$ cat src/inc/txdcc_regs.vh
// Register offsets, field positions, reset values and CRC start tables
`ifndef TXDCC_REGS_VH
`define TXDCC_REGS_VH

`define TXDCC_ADDR_W          6
`define TXDCC_OFS_DRV_MODE    6'h28
`define TXDCC_OFS_CARR_AMP    6'h29
`define TXDCC_OFS_TX_CTRL     6'h2A
`define TXDCC_OFS_OVS_LOAD    6'h2B
`define TXDCC_OFS_CRC_SETUP   6'h2C
`define TXDCC_OFS_STATUS      6'h2F

`define TXDCC_DRV_MODE_RST    8'h00
`define TXDCC_CARR_AMP_RST    8'h00
`define TXDCC_TX_CTRL_RST     8'h00
`define TXDCC_OVS_LOAD_RST    8'h00
`define TXDCC_CRC_SETUP_RST   8'h00

`define TXDCC_DRV_MODE_MASK   8'hCF
`define TXDCC_CARR_AMP_MASK   8'hDF
`define TXDCC_CRC_SETUP_MASK  8'h7F

`define TXDCC_BIT_DRV_B_INV   7
`define TXDCC_BIT_DRV_A_INV   6
`define TXDCC_BIT_DRV_EN      3
`define TXDCC_FLD_OUT_MODE    2:0
`define TXDCC_FLD_LVL_REDUCE  7:6
`define TXDCC_FLD_RESIDUAL    4:0
`define TXDCC_FLD_OVS_B       7:4
`define TXDCC_BIT_CW_MAX      3
`define TXDCC_BIT_MOD_INV     2
`define TXDCC_FLD_MOD_SEL     1:0
`define TXDCC_FLD_OVS_A       7:4
`define TXDCC_FLD_LOAD_TRIM   3:0
`define TXDCC_FLD_START_SEL   6:4
`define TXDCC_FLD_CRC_WIDTH   3:2
`define TXDCC_BIT_CRC_COMPL   1
`define TXDCC_BIT_CRC_APPEND  0

`define TXDCC_MODE_OD_BAD1    3'h3
`define TXDCC_MODE_OD_BAD2    3'h6
`define TXDCC_SEL_NONE        2'h0
`define TXDCC_SEL_ENVELOPE    2'h1
`define TXDCC_SEL_EXTERNAL    2'h2
`define TXDCC_CRC_W5          2'h0
`define TXDCC_CRC_W8          2'h1
`define TXDCC_CRC_W16         2'h2

`define TXDCC_P16_0           16'h0000
`define TXDCC_P16_1           16'h6363
`define TXDCC_P16_2           16'hA671
`define TXDCC_P16_3           16'hFFFE
`define TXDCC_P16_7           16'hFFFF
`define TXDCC_P8_0            8'h00
`define TXDCC_P8_1            8'h12
`define TXDCC_P8_2            8'hBF
`define TXDCC_P8_3            8'hFD
`define TXDCC_P8_7            8'hFF
`define TXDCC_P5_0            5'h00
`define TXDCC_P5_1            5'h12
`define TXDCC_P5_7            5'h1F

`define TXDCC_CYC_IDLE        2'h1
`define TXDCC_CYC_WAIT        2'h2

`endif

$ cat src/core/txdcc_core.v
// Transmit driver and transmit CRC configuration bank on Avalon-MM
//
// Implementation choice: the Avalon-MM register port.
`timescale 1ns/10ps
`default_nettype none
`include "txdcc_regs.vh"

////////////////////////////////////////////////////////////////////////////////
module txdcc_core (
  input  wire        ref_clk,
  input  wire        reset_n,
  input  wire [5:0]  avs_address,
  input  wire        avs_read,
  input  wire        avs_write,
  input  wire [31:0] avs_writedata,
  input  wire [3:0]  avs_byteenable,
  output reg  [31:0] avs_readdata,
  output reg         avs_waitrequest,
  input  wire        internal_envelope,
  input  wire        external_signal_input,
  input  wire        driverA,
  input  wire        driverB,
  input  wire [15:0] nvmCrcStart,
  output reg         antennaPinAOut,
  output reg         antennaPinAOe_n,
  output reg         antennaPinBOut,
  output reg         antennaPinBOe_n,
  output reg  [2:0]  driverOutputMode,
  output reg  [1:0]  carrierLevelReduce,
  output reg         carrierMax,
  output reg  [4:0]  residualCarrier,
  output reg         modulationOut,
  output reg  [3:0]  overshootLenA,
  output reg  [3:0]  overshootLenB,
  output reg  [3:0]  loadCurrentTrim,
  output reg  [1:0]  crcWidth,
  output reg  [15:0] crcStartValue,
  output reg         crcComplement,
  output reg         crcAppendEnable,
  output reg         crcConfigBad
);

  localparam [1:0] ST_IDLE = `TXDCC_CYC_IDLE;
  localparam [1:0] ST_WAIT = `TXDCC_CYC_WAIT;

  reg  [7:0]  driver_mode_q;
  reg  [7:0]  carrAmp_q;
  reg  [7:0]  txCtrl_q;
  reg  [7:0]  ovsLoad_q;
  reg  [7:0]  crcSetup_q;
  reg  [1:0]  state_q;
  reg  [1:0]  state_d;
  reg  [31:0] rdData_d;
  reg  [15:0] start_d;
  reg         bad_d;
  reg         modSel_d;
  reg         pinA_d;
  reg         pinB_d;
  reg         oeA_n_d;
  reg         oeB_n_d;
  wire        wrLane;
  wire        busReq;
  wire [2:0]  selCode;
  wire [2:0]  modeCode;

  ////////////////////////////////////////////////////////////////////////////
  // Bus slave: one wait cycle, the access completes in the second cycle
  assign busReq = avs_read | avs_write;
  assign wrLane = avs_write & avs_byteenable[0] & (state_q == ST_WAIT);

  always @* begin
    case (state_q)
      ST_IDLE: state_d = busReq ? ST_WAIT : ST_IDLE;
      ST_WAIT: state_d = ST_IDLE;
      default: state_d = ST_IDLE;
    endcase
  end

  always @(posedge ref_clk or negedge reset_n) begin
    if (!reset_n) begin
      state_q         <= ST_IDLE;
      avs_waitrequest <= 1'b1;
    end else begin
      state_q         <= state_d;
      // Waitrequest drops exactly in the cycle the access completes
      avs_waitrequest <= ~(state_d == ST_WAIT);
    end
  end

  // Reserved bits are masked on write so they always read zero
  always @(posedge ref_clk or negedge reset_n) begin
    if (!reset_n) begin
      driver_mode_q  <= `TXDCC_DRV_MODE_RST;
      carrAmp_q  <= `TXDCC_CARR_AMP_RST;
      txCtrl_q   <= `TXDCC_TX_CTRL_RST;
      ovsLoad_q  <= `TXDCC_OVS_LOAD_RST;
      crcSetup_q <= `TXDCC_CRC_SETUP_RST;
    end else if (wrLane) begin
      case (avs_address)
        `TXDCC_OFS_DRV_MODE:
          driver_mode_q <= avs_writedata[7:0] & `TXDCC_DRV_MODE_MASK;
        `TXDCC_OFS_CARR_AMP:
          carrAmp_q <= avs_writedata[7:0] & `TXDCC_CARR_AMP_MASK;
        `TXDCC_OFS_TX_CTRL:
          txCtrl_q <= avs_writedata[7:0];
        `TXDCC_OFS_OVS_LOAD:
          ovsLoad_q <= avs_writedata[7:0];
        `TXDCC_OFS_CRC_SETUP:
          crcSetup_q <= avs_writedata[7:0] & `TXDCC_CRC_SETUP_MASK;
        default: ;
      endcase
    end
  end

  // Unmapped addresses read zero and swallow writes
  always @* begin
    rdData_d = 32'h0000_0000;
    case (avs_address)
      `TXDCC_OFS_DRV_MODE:  rdData_d[7:0] = driver_mode_q;
      `TXDCC_OFS_CARR_AMP:  rdData_d[7:0] = carrAmp_q;
      `TXDCC_OFS_TX_CTRL:   rdData_d[7:0] = txCtrl_q;
      `TXDCC_OFS_OVS_LOAD:  rdData_d[7:0] = ovsLoad_q;
      `TXDCC_OFS_CRC_SETUP: rdData_d[7:0] = crcSetup_q;
      `TXDCC_OFS_STATUS:    rdData_d[0]   = crcConfigBad;
      default:              rdData_d      = 32'h0000_0000;
    endcase
  end

  always @(posedge ref_clk or negedge reset_n) begin
    if (!reset_n)
      avs_readdata <= 32'h0000_0000;
    else if (avs_read && state_d == ST_WAIT)
      avs_readdata <= rdData_d;
  end

  ////////////////////////////////////////////////////////////////////////////
  // CRC start value lookup
  assign selCode = crcSetup_q[`TXDCC_FLD_START_SEL];

  always @* begin
    start_d = 16'h0000;
    bad_d   = 1'b0;
    case (crcSetup_q[`TXDCC_FLD_CRC_WIDTH])
      `TXDCC_CRC_W16: begin
        case (selCode)
          3'h0: start_d = `TXDCC_P16_0;
          3'h1: start_d = `TXDCC_P16_1;
          3'h2: start_d = `TXDCC_P16_2;
          3'h3: start_d = `TXDCC_P16_3;
          3'h6: start_d = nvmCrcStart;
          3'h7: start_d = `TXDCC_P16_7;
          default: bad_d = 1'b1;
        endcase
      end
      `TXDCC_CRC_W8: begin
        case (selCode)
          3'h0: start_d[7:0] = `TXDCC_P8_0;
          3'h1: start_d[7:0] = `TXDCC_P8_1;
          3'h2: start_d[7:0] = `TXDCC_P8_2;
          3'h3: start_d[7:0] = `TXDCC_P8_3;
          3'h6: start_d[7:0] = nvmCrcStart[7:0];
          3'h7: start_d[7:0] = `TXDCC_P8_7;
          default: bad_d = 1'b1;
        endcase
      end
      `TXDCC_CRC_W5: begin
        case (selCode)
          3'h0: start_d[4:0] = `TXDCC_P5_0;
          3'h1: start_d[4:0] = `TXDCC_P5_1;
          3'h6: start_d[4:0] = nvmCrcStart[4:0];
          3'h7: start_d[4:0] = `TXDCC_P5_7;
          default: bad_d = 1'b1;
        endcase
      end
      default: bad_d = 1'b1;
    endcase
  end

  ////////////////////////////////////////////////////////////////////////////
  // Modulation source and antenna pins
  always @* begin
    case (txCtrl_q[`TXDCC_FLD_MOD_SEL])
      `TXDCC_SEL_ENVELOPE: modSel_d = internal_envelope;
      `TXDCC_SEL_EXTERNAL: modSel_d = external_signal_input;
      default:             modSel_d = 1'b0;
    endcase
  end

  assign modeCode = driver_mode_q[`TXDCC_FLD_OUT_MODE];

  // Modes: 0 push-pull, 1 drain (low drives, high floats), 2 high impedance,
  // 4 fixed low, 5 fixed high, 7 push-pull; 3 and 6 are not supported
  // and are treated as high impedance so a bad code never fights the antenna
  always @* begin
    pinA_d  = driverA ^ driver_mode_q[`TXDCC_BIT_DRV_A_INV];
    pinB_d  = driverB ^ driver_mode_q[`TXDCC_BIT_DRV_B_INV];
    oeA_n_d = 1'b0;
    oeB_n_d = 1'b0;
    case (modeCode)
      3'h0, 3'h7: ;
      3'h1: begin
        oeA_n_d = pinA_d;
        oeB_n_d = pinB_d;
      end
      3'h4: begin
        pinA_d = 1'b0;
        pinB_d = 1'b0;
      end
      3'h5: begin
        pinA_d = 1'b1;
        pinB_d = 1'b1;
      end
      default: begin
        oeA_n_d = 1'b1;
        oeB_n_d = 1'b1;
      end
    endcase
    if (!driver_mode_q[`TXDCC_BIT_DRV_EN]) begin
      oeA_n_d = 1'b1;
      oeB_n_d = 1'b1;
    end
  end

  ////////////////////////////////////////////////////////////////////////////
  // Registered outputs toward drivers and framer
  always @(posedge ref_clk or negedge reset_n) begin
    if (!reset_n) begin
      antennaPinAOut     <= 1'b0;
      antennaPinAOe_n    <= 1'b1;
      antennaPinBOut     <= 1'b0;
      antennaPinBOe_n    <= 1'b1;
      driverOutputMode   <= 3'h0;
      carrierLevelReduce <= 2'h0;
      carrierMax         <= 1'b0;
      residualCarrier    <= 5'h00;
      modulationOut      <= 1'b0;
      overshootLenA      <= 4'h0;
      overshootLenB      <= 4'h0;
      loadCurrentTrim    <= 4'h0;
      crcWidth           <= 2'h0;
      crcStartValue      <= 16'h0000;
      crcComplement      <= 1'b0;
      crcAppendEnable    <= 1'b0;
      crcConfigBad       <= 1'b0;
    end else begin
      antennaPinAOut     <= pinA_d;
      antennaPinAOe_n    <= oeA_n_d;
      antennaPinBOut     <= pinB_d;
      antennaPinBOe_n    <= oeB_n_d;
      driverOutputMode   <= modeCode;
      // Max carrier forces zero reduction so the analog side sees one knob
      carrierLevelReduce <= txCtrl_q[`TXDCC_BIT_CW_MAX] ? 2'h0 :
                            carrAmp_q[`TXDCC_FLD_LVL_REDUCE];
      carrierMax         <= txCtrl_q[`TXDCC_BIT_CW_MAX];
      residualCarrier    <= carrAmp_q[`TXDCC_FLD_RESIDUAL];
      modulationOut      <= modSel_d ^ txCtrl_q[`TXDCC_BIT_MOD_INV];
      overshootLenB      <= txCtrl_q[`TXDCC_FLD_OVS_B];
      overshootLenA      <= ovsLoad_q[`TXDCC_FLD_OVS_A];
      loadCurrentTrim    <= ovsLoad_q[`TXDCC_FLD_LOAD_TRIM];
      crcWidth           <= crcSetup_q[`TXDCC_FLD_CRC_WIDTH];
      crcStartValue      <= start_d;
      crcComplement      <= crcSetup_q[`TXDCC_BIT_CRC_COMPL];
      crcAppendEnable    <= crcSetup_q[`TXDCC_BIT_CRC_APPEND];
      crcConfigBad       <= bad_d;
    end
  end

endmodule
`default_nettype wire

$ cat config.mk
export PLATFORM = sky130hd
export DESIGN_NAME = txdcc_core
export DESIGN_NICKNAME = d
export VERILOG_FILES = /design/src/core/txdcc_core.v
export VERILOG_INCLUDE_DIRS = /design/src /design/src/inc
export SDC_FILE = /design/constraint.sdc
export NUM_CORES = 1
export LEC_CHECK = 0
export BUFFER_PORTS_ARGS = -buffer_cell sky130_fd_sc_hd__buf_4
export CAP_MARGIN = 20
export CORE_MARGIN = 10
export CORE_UTILIZATION = 51
export CTS_CLUSTER_DIAMETER = 200
export DETAILED_ROUTE_END_ITERATION = 8
export PLACE_DENSITY = 0.8
export SLEW_MARGIN = 20
export SYNTH_ARGS = -nofsm -noshare
export SYNTH_HDL_FRONTEND = slang
export SYNTH_SLANG_ARGS = --single-unit
$ cat constraint.sdc
create_clock -name ref_clk -period 3.1 [get_ports ref_clk]
set_input_delay 0.465 -clock ref_clk [delete_from_list [all_inputs] [get_ports ref_clk]]
set_output_delay 0.465 -clock ref_clk [all_outputs]
set_load 0.01 [all_outputs]
==> results of run 1 <==
final timing paths:
kind | end | slack, ns | from
setup / recovery | crcStartValue[0] | 1.18 | crcSetup_q[2]
hold / removal | crcStartValue[1] | 0.20 | reset_n
setup reg to reg | crcStartValue[0] | 1.18 | crcSetup_q[2]
hold reg to reg | residualCarrier[1] | 0.41 | carrAmp_q[1]
max in group asynchronous | state_q[0] | 2.17 | reset_n
min in group ref_clk | crcStartValue[10] | 0.33 | nvmCrcStart[10]
cell usage after synthesis (3+ instances only):
master / number / share of area, %
mux2_2: 36 / 9.8
mux2i_1: 5 / 1.2
nor2b_1: 9 / 1.4
nand2b_1: 8 / 1.2
o21ai_0: 18 / 2.2
buf_4: 25 / 4.5
dfrtp_1: 92 / 56
nand2_1: 17 / 1.5
dfstp_2: 3 / 1.9
inv_1: 7 / 0.63
ha_1: 7 / 2.1
clkbuf_1: 9 / 0.82
o22a_1: 3 / 0.63
a221oi_1: 3 / 0.63
a21oi_1: 15 / 1.8
o22ai_1: 3 / 0.45
o21a_1: 3 / 0.54
a22oi_1: 8 / 1.5
nor2_1: 23 / 2.1
and3_1: 3 / 0.45
power breakdown:
| group | switching, mW | internal, mW | total, mW |
|---|---|---|---|
| combinational | 0.162 | 0.130 | 0.291 |
| clock | 0.433 | 0.482 | 0.915 |
| sequential | 0.0409 | 1.30 | 1.34 |
| total | 0.635 | 1.91 | 2.54 |
cell type report:
cell class	instances	area [um^2]	area share [%]
Clock buffer	10	137.6	2.709
Timing Repair Buffer	97	740.7	14.58
Clock inverter	6	92.59	1.823
Sequential cell	95	2381	46.87
Inverter	7	26.28	0.5172
Tap cell	102	127.6	2.512
Multi-Input combinational cell	219	1574	30.99
worst max-delay path, stage by stage (launching register included):
cell and delay, ns:
dfrtp_1 0.47, inv_1 0.12, ha_1 0.41, a21oi_1 0.15, a31oi_1 0.20, nor2_1 0.05, a2111oi_0 0.38
per-stage QoR:
stage               instance area (um^2)  power, mW  utilization, %  setup WS (ns)
global placement                    4850      1.639           62.12          1.012
finish                              5080      2.543           65.06          1.178
global route                        5080      2.638           65.06          1.002
floorplan                           4228      1.518               -          1.282
CTS                                 5080      2.557           65.06          1.197
detailed placement                  4850      1.652           62.12         0.9629
logic make-up (layout without fill, tap and decap cells):
family	count (synthesis)	after routing	synth area share, %
muxes	44	44	12.36
xor gates and xnor gates	3	3	0.6346
buffers and inverters	45	120	6.586
and+or+nand+nor	76	76	10.54
other	1	24	0.09055
adders and majority gates	7	7	2.115
DFF	95	95	57.49
AOI/OAI and AO/OA	65	65	10.18
layer usage:
metal,vias up,GRT usage (%),share of wire [%]
li1,1317,-,-
met1,1442,20.22,39
met2,116,26.84,52
met3,15,2.902,6.9
met4,0,6.881,2.1
met5,-,0,0
sequential cells by signal, summed over array words and instances (netlist names), 4 cells and up:
signal and flops:
crcStartValue 16, avs_readdata 8, ovsLoad_q 8, txCtrl_q 8, carrAmp_q 7, crcSetup_q 7, driver_mode_q 6, residualCarrier 5
loadCurrentTrim 4, overshootLenA 4, overshootLenB 4
==> impl_metrics.csv, run 1 <==
group,metric,value,unit
run_status,status,"completed",
timing,worst_slew_pin_slew,0.8327,ns
routing,drc,0,
global_route,antenna_found_initial,0,
timing,hold_violations,0,
global_route,grt_max_degree,66,
synth,synth_ff_type,"dfrtp_1",
floorplanning,rows,32,
routing,via_per_inst,5.392,
cts,clockRootBuffer,"clkbuf_8",
timing,fin_tns_setup,0,ns
hold_path,hold_class,"input pin to asynchronous set/reset pin",
timing,maxSlewHeadroom,44.49,%
worst_setup_path,crit_path_end_kind,"flop",
layout,mostFrequentLayoutCell,"buf_4",
floorplanning,core,7807,um^2
floorplanning,ios,148,
timing,fin_crit,1.922,ns
worst_setup_path,startpoint_type,"flop",
routing,drt-initial-drc-count,202,
placement,gp_congestion,0.8368,
layout,final_cell_mix,"buf_4 (96), dfrtp_1 (92), mux2_2 (36)",
global_route,track_usage,16.11,%
cts,post_cts_buffers,0,
cts,clk_latency,0.35,ns
synth,synth-async-reset-ratio,100.0,%
power_and_ir_drop,peakVddDrop,0.2526,mV
routing,wirelength,9997,um
timing,period_share,62.00,%
routing,num_vias,2890,
timing,final-setup-viol-count,0,
synth,ys_seq_elements,95,
placement,dp_cells,520,
worst_setup_path,cp_max_fo,12,
routing,dr.pass1.iters,5,
timing,hold_slack,0.2008,ns
synth,synthCells,336,
synth,synth_edf_count,0,
placement,port_buffers,96,
timing,fmax,520.3,MHz
global_route,grt_pass1_vias,2876,
cts,cts-resized-gates,0,
layout,nNetsFinal,502,
layout,area_growth,22.66,%
synth,synthesis.area,4141,um^2
synth,ys.warnings.count,0,
timing,rsz0062_at_grt,"false",
floorplanning,fp.dieW,110.1,um
routing,ant_nets,0,
floorplanning,start_util,53.04,%
cts,cts_tree,"built",
timing,drv_slew,0,
run,drv_cap,0,
layout,drive_gt1_share,37.33,%
floorplanning,die_h,110.1,um
global_route,globalRoute.totalOverflow,0,
timing,finalClockSkew,0.009843,ns
cts,clock_sinks,95,
power_and_ir_drop,leakagePower,2.591,nW
worst_setup_path,r2r_cells,6,
cts,numCtsBuffers,9,
layout,final_cells,536,
synth,syn_area_per_cell,12.33,um^2
cts,hold_buffers,0,
routing,post_drt_wl_per_cell,18.65,um
synth,synth_seq_area_share,57.49,%
synth,synth.distinct_cells,51,
global_route,grt_pass1_wl,15250,um
cts,cts_max_level,3,
cts,cts.clk_slew.worst_paths,0.09,ns
worst_setup_path,required,3.31,ns
placement,place_hpwl,7256,um
cts,clock_tree.buffer_depth,2,
power_and_ir_drop,powerDensity,500.7,nW/um^2
floorplanning,dieArea,12130,um^2
layout,diodes,0,
worst_setup_path,cp.arrival,2.14,ns
worst_setup_path,critical_path_class,"flop to flop",
layout,fillers,617,
(Power assumes the default switching activity.)
==> run 2: changes to the inputs <==
--- a/config.mk
+++ b/config.mk
@@ -9,10 +9,10 @@
 export BUFFER_PORTS_ARGS = -buffer_cell sky130_fd_sc_hd__buf_4
 export CAP_MARGIN = 20
 export CORE_MARGIN = 10
-export CORE_UTILIZATION = 51
+export CORE_UTILIZATION = 45
 export CTS_CLUSTER_DIAMETER = 200
 export DETAILED_ROUTE_END_ITERATION = 8
-export PLACE_DENSITY = 0.8
+export PLACE_DENSITY = 0.74
 export SLEW_MARGIN = 20
 export SYNTH_ARGS = -nofsm -noshare
 export SYNTH_HDL_FRONTEND = slang
==> constraint.sdc (replaced) <==
create_clock -name ref_clk -period 1.6 [get_ports ref_clk]
set_input_delay 0.24 -clock ref_clk [delete_from_list [all_inputs] [get_ports ref_clk]]
set_output_delay 0.24 -clock ref_clk [all_outputs]
set_load 0.01 [all_outputs]
==> impl_metrics.csv, run 2 (synthesis gave the netlist of run 1 again) <==
group,metric,value,unit
layout,final_cell_mix,"buf_4 (125), dfrtp_1 (91), conb_1 (24)",
layout,diodes,0,
worst_setup_path,slowest_delay,0.38,ns
floorplanning,start_util,46.80,%
global_route,grt_pass1_vias,3224,
timing,fin_ws,-0.07194,ns
cts,clockRootBuffer,"clkbuf_8",
cts,clock_sinks,95,
worst_setup_path,crit_buf_inv,1,
routing,drc,0,
timing,drv_slew,0,
worst_setup_path,cp_max_fo,4,
layout,drive_gt1_share,43.28,%
worst_setup_path,reg2reg_from,"state_q[0]",
timing,period_share,104.5,%
timing,hold_violations,0,
power_and_ir_drop,switching_share,25.83,%
hold_path,hp-start,"nvmCrcStart[15]",
power_and_ir_drop,powerDensity,895.4,nW/um^2
floorplanning,core,8848,um^2
power_and_ir_drop,peakVddDrop,0.4070,mV
layout,fin_util,61.50,%
cts,clk_latency,0.36,ns
timing,hold_slack,0.09903,ns
routing,via_per_inst,5.179,
worst_setup_path,required,1.85,ns
power_and_ir_drop,combPwrFrac,13.6,%
routing,num_vias,2988,
cts,cts_tree,"built",
routing,wirelength,10570,um
routing,ant_nets,0,
floorplanning,rows,34,
layout,mostFrequentLayoutCell,"buf_4",
timing,fin_crit,1.672,ns
placement,gp_congestion,0.8618,
power_and_ir_drop,clkPwrFrac,33.4,%
global_route,track_usage,15.60,%
cts,cts_max_level,3,
layout,top_register,"crcStartValue",
cts,clock_tree.buffer_depth,2,
power_and_ir_drop,leakagePower,2.775,nW
global_route,globalRoute.totalOverflow,0,
placement,place_hpwl,8055,um
worst_setup_path,startpoint_type,"flop",
floorplanning,dieArea,13440,um^2
floorplanning,ios,148,
placement,port_buffers,96,
run_status,failed_checks,"setup timing",
worst_setup_path,timing.critical_path.from,"state_q[0]",
run,drv_cap,0,
global_route,grt_max_degree,46,
routing,post_drt_wl_per_cell,18.32,um
placement,place_area,5110,um^2
layout,nNetsFinal,537,
routing,dr.pass1.iters,6,
power_and_ir_drop,switching_power,1.259,mW
cts,cts.clk_slew.worst_paths,0.09,ns
layout,stdcell_area,5441,um^2
placement,pre_cts_ws,-0.08774,ns
worst_setup_path,critical_path_class,"flop to flop",
worst_setup_path,slowest_stage,"dfstp_2",
worst_setup_path,crit_path_end_kind,"flop",
layout,area_growth,31.39,%
timing,finalClockSkew,0.006614,ns
floorplanning,fp.dieW,115.9,um
timing,rsz0062_at_grt,"true",
worst_setup_path,cp.arrival,1.92,ns
worst_setup_path,crit_family,"simple AND/OR/NAND/NOR gates",
routing,drt-initial-drc-count,193,
worst_setup_path,cp_cell_sequence,"and4b_2 > nand2_4 > nor3b_4 > buf_6 > mux2_4",
cts,numCtsBuffers,9,
power_and_ir_drop,p_seq_share,53.0,%
floorplanning,die_h,115.9,um
timing,fin_tns_setup,-0.7975,ns
timing,final-setup-viol-count,19,
run_status,status,"finished, violations left",
hold_path,hold_class,"input pin to flop",
power_and_ir_drop,power.internal,3.614,mW
layout,largest_register_ffs,16,
global_route,grt_pass1_wl,16480,um
timing,fmax,598.1,MHz
global_route,antenna_found_initial,0,
==> run 2: cell count changes in the layout (fill, tap and decap cells not counted), moves of 2 or more <==
| cell | change |
|---|---|
| buf_4 | +29 |
| mux2_2 | -13 |
| mux2_4 | +13 |
| buf_6 | +4 |
| ha_1 | -2 |
| ha_2 | +2 |
==> run 2: area by class of cell <==
| type | instances | area, um^2 |
|---|---|---|
| Fill cell | 735 | 3407 |
| Sequential cell | 95 | 2382 |
| Multi-Input combinational cell | 219 | 1657 |
| Timing Repair Buffer | 132 | 1033 |
| Clock buffer | 11 | 141.4 |
| Tap cell | 108 | 135.1 |
| Clock inverter | 5 | 66.31 |
| Inverter | 7 | 26.28 |
==> run 2: final timing paths <==
| kind | depth (start not counted) | slack, ns | endpoint |
|---|---|---|---|
| max in group asynchronous | 3 | 0.71 | state_q[0] |
| worst max-delay path | 5 | -0.07 | carrAmp_q[6] |
| worst min register to register | 0 | 0.41 | crcAppendEnable |
| worst min-delay path | 3 | 0.1 | crcStartValue[15] |
| min in group asynchronous | 2 | 0.30 | crcWidth[0] |
| worst max register to register | 5 | -0.07 | carrAmp_q[6] |
==> run 2: per-layer routing <==
metal	track usage (%)	wire [um]	up-vias
met5	0	0	-
met2	26.96	5509	104
met3	3.307	604	14
met1	18.43	4254	1483
met4	6.589	199	0
li1	-	-	1387
==> run 2: stage by stage <==
stage               instances  total power, mW
global placement          558            3.239
floorplan                 359            2.942
global route              577            5.087
detailed placement        558            3.265
CTS                       577            4.901
finish                    577            4.872
==> run 2: repair_timing <==
| action | in CTS | in global routing |
|---|---|---|
| setup buffers | 2 | 0 |
| hold endpoints to repair | 19 | 0 |
| pin swaps | 1 | 2 |
| resized for setup | 10 | 17 |
| gates cloned | 0 | 0 |
| endpoints found under the setup margin | 31 | 32 |
| hold buffers | 1 | 0 |
==> run 2: worst register-to-register path, cell delays in order, from the launching register on <==
cell	delay [ns]
dfstp_2	0.38
and4b_2	0.34
nand2_4	0.11
nor3b_4	0.27
buf_6	0.17
mux2_4	0.30
==> run 2: power by group through the flow <==
stage	logic (mW)	registers [mW]	clock network (mW)
after CTS	0.650	2.58	1.67
after global routing	0.725	2.59	1.77
after detailed placement	0.639	2.63	0
after global placement	0.618	2.62	0
final	0.662	2.58	1.63
after floorplan	0.299	2.64	0
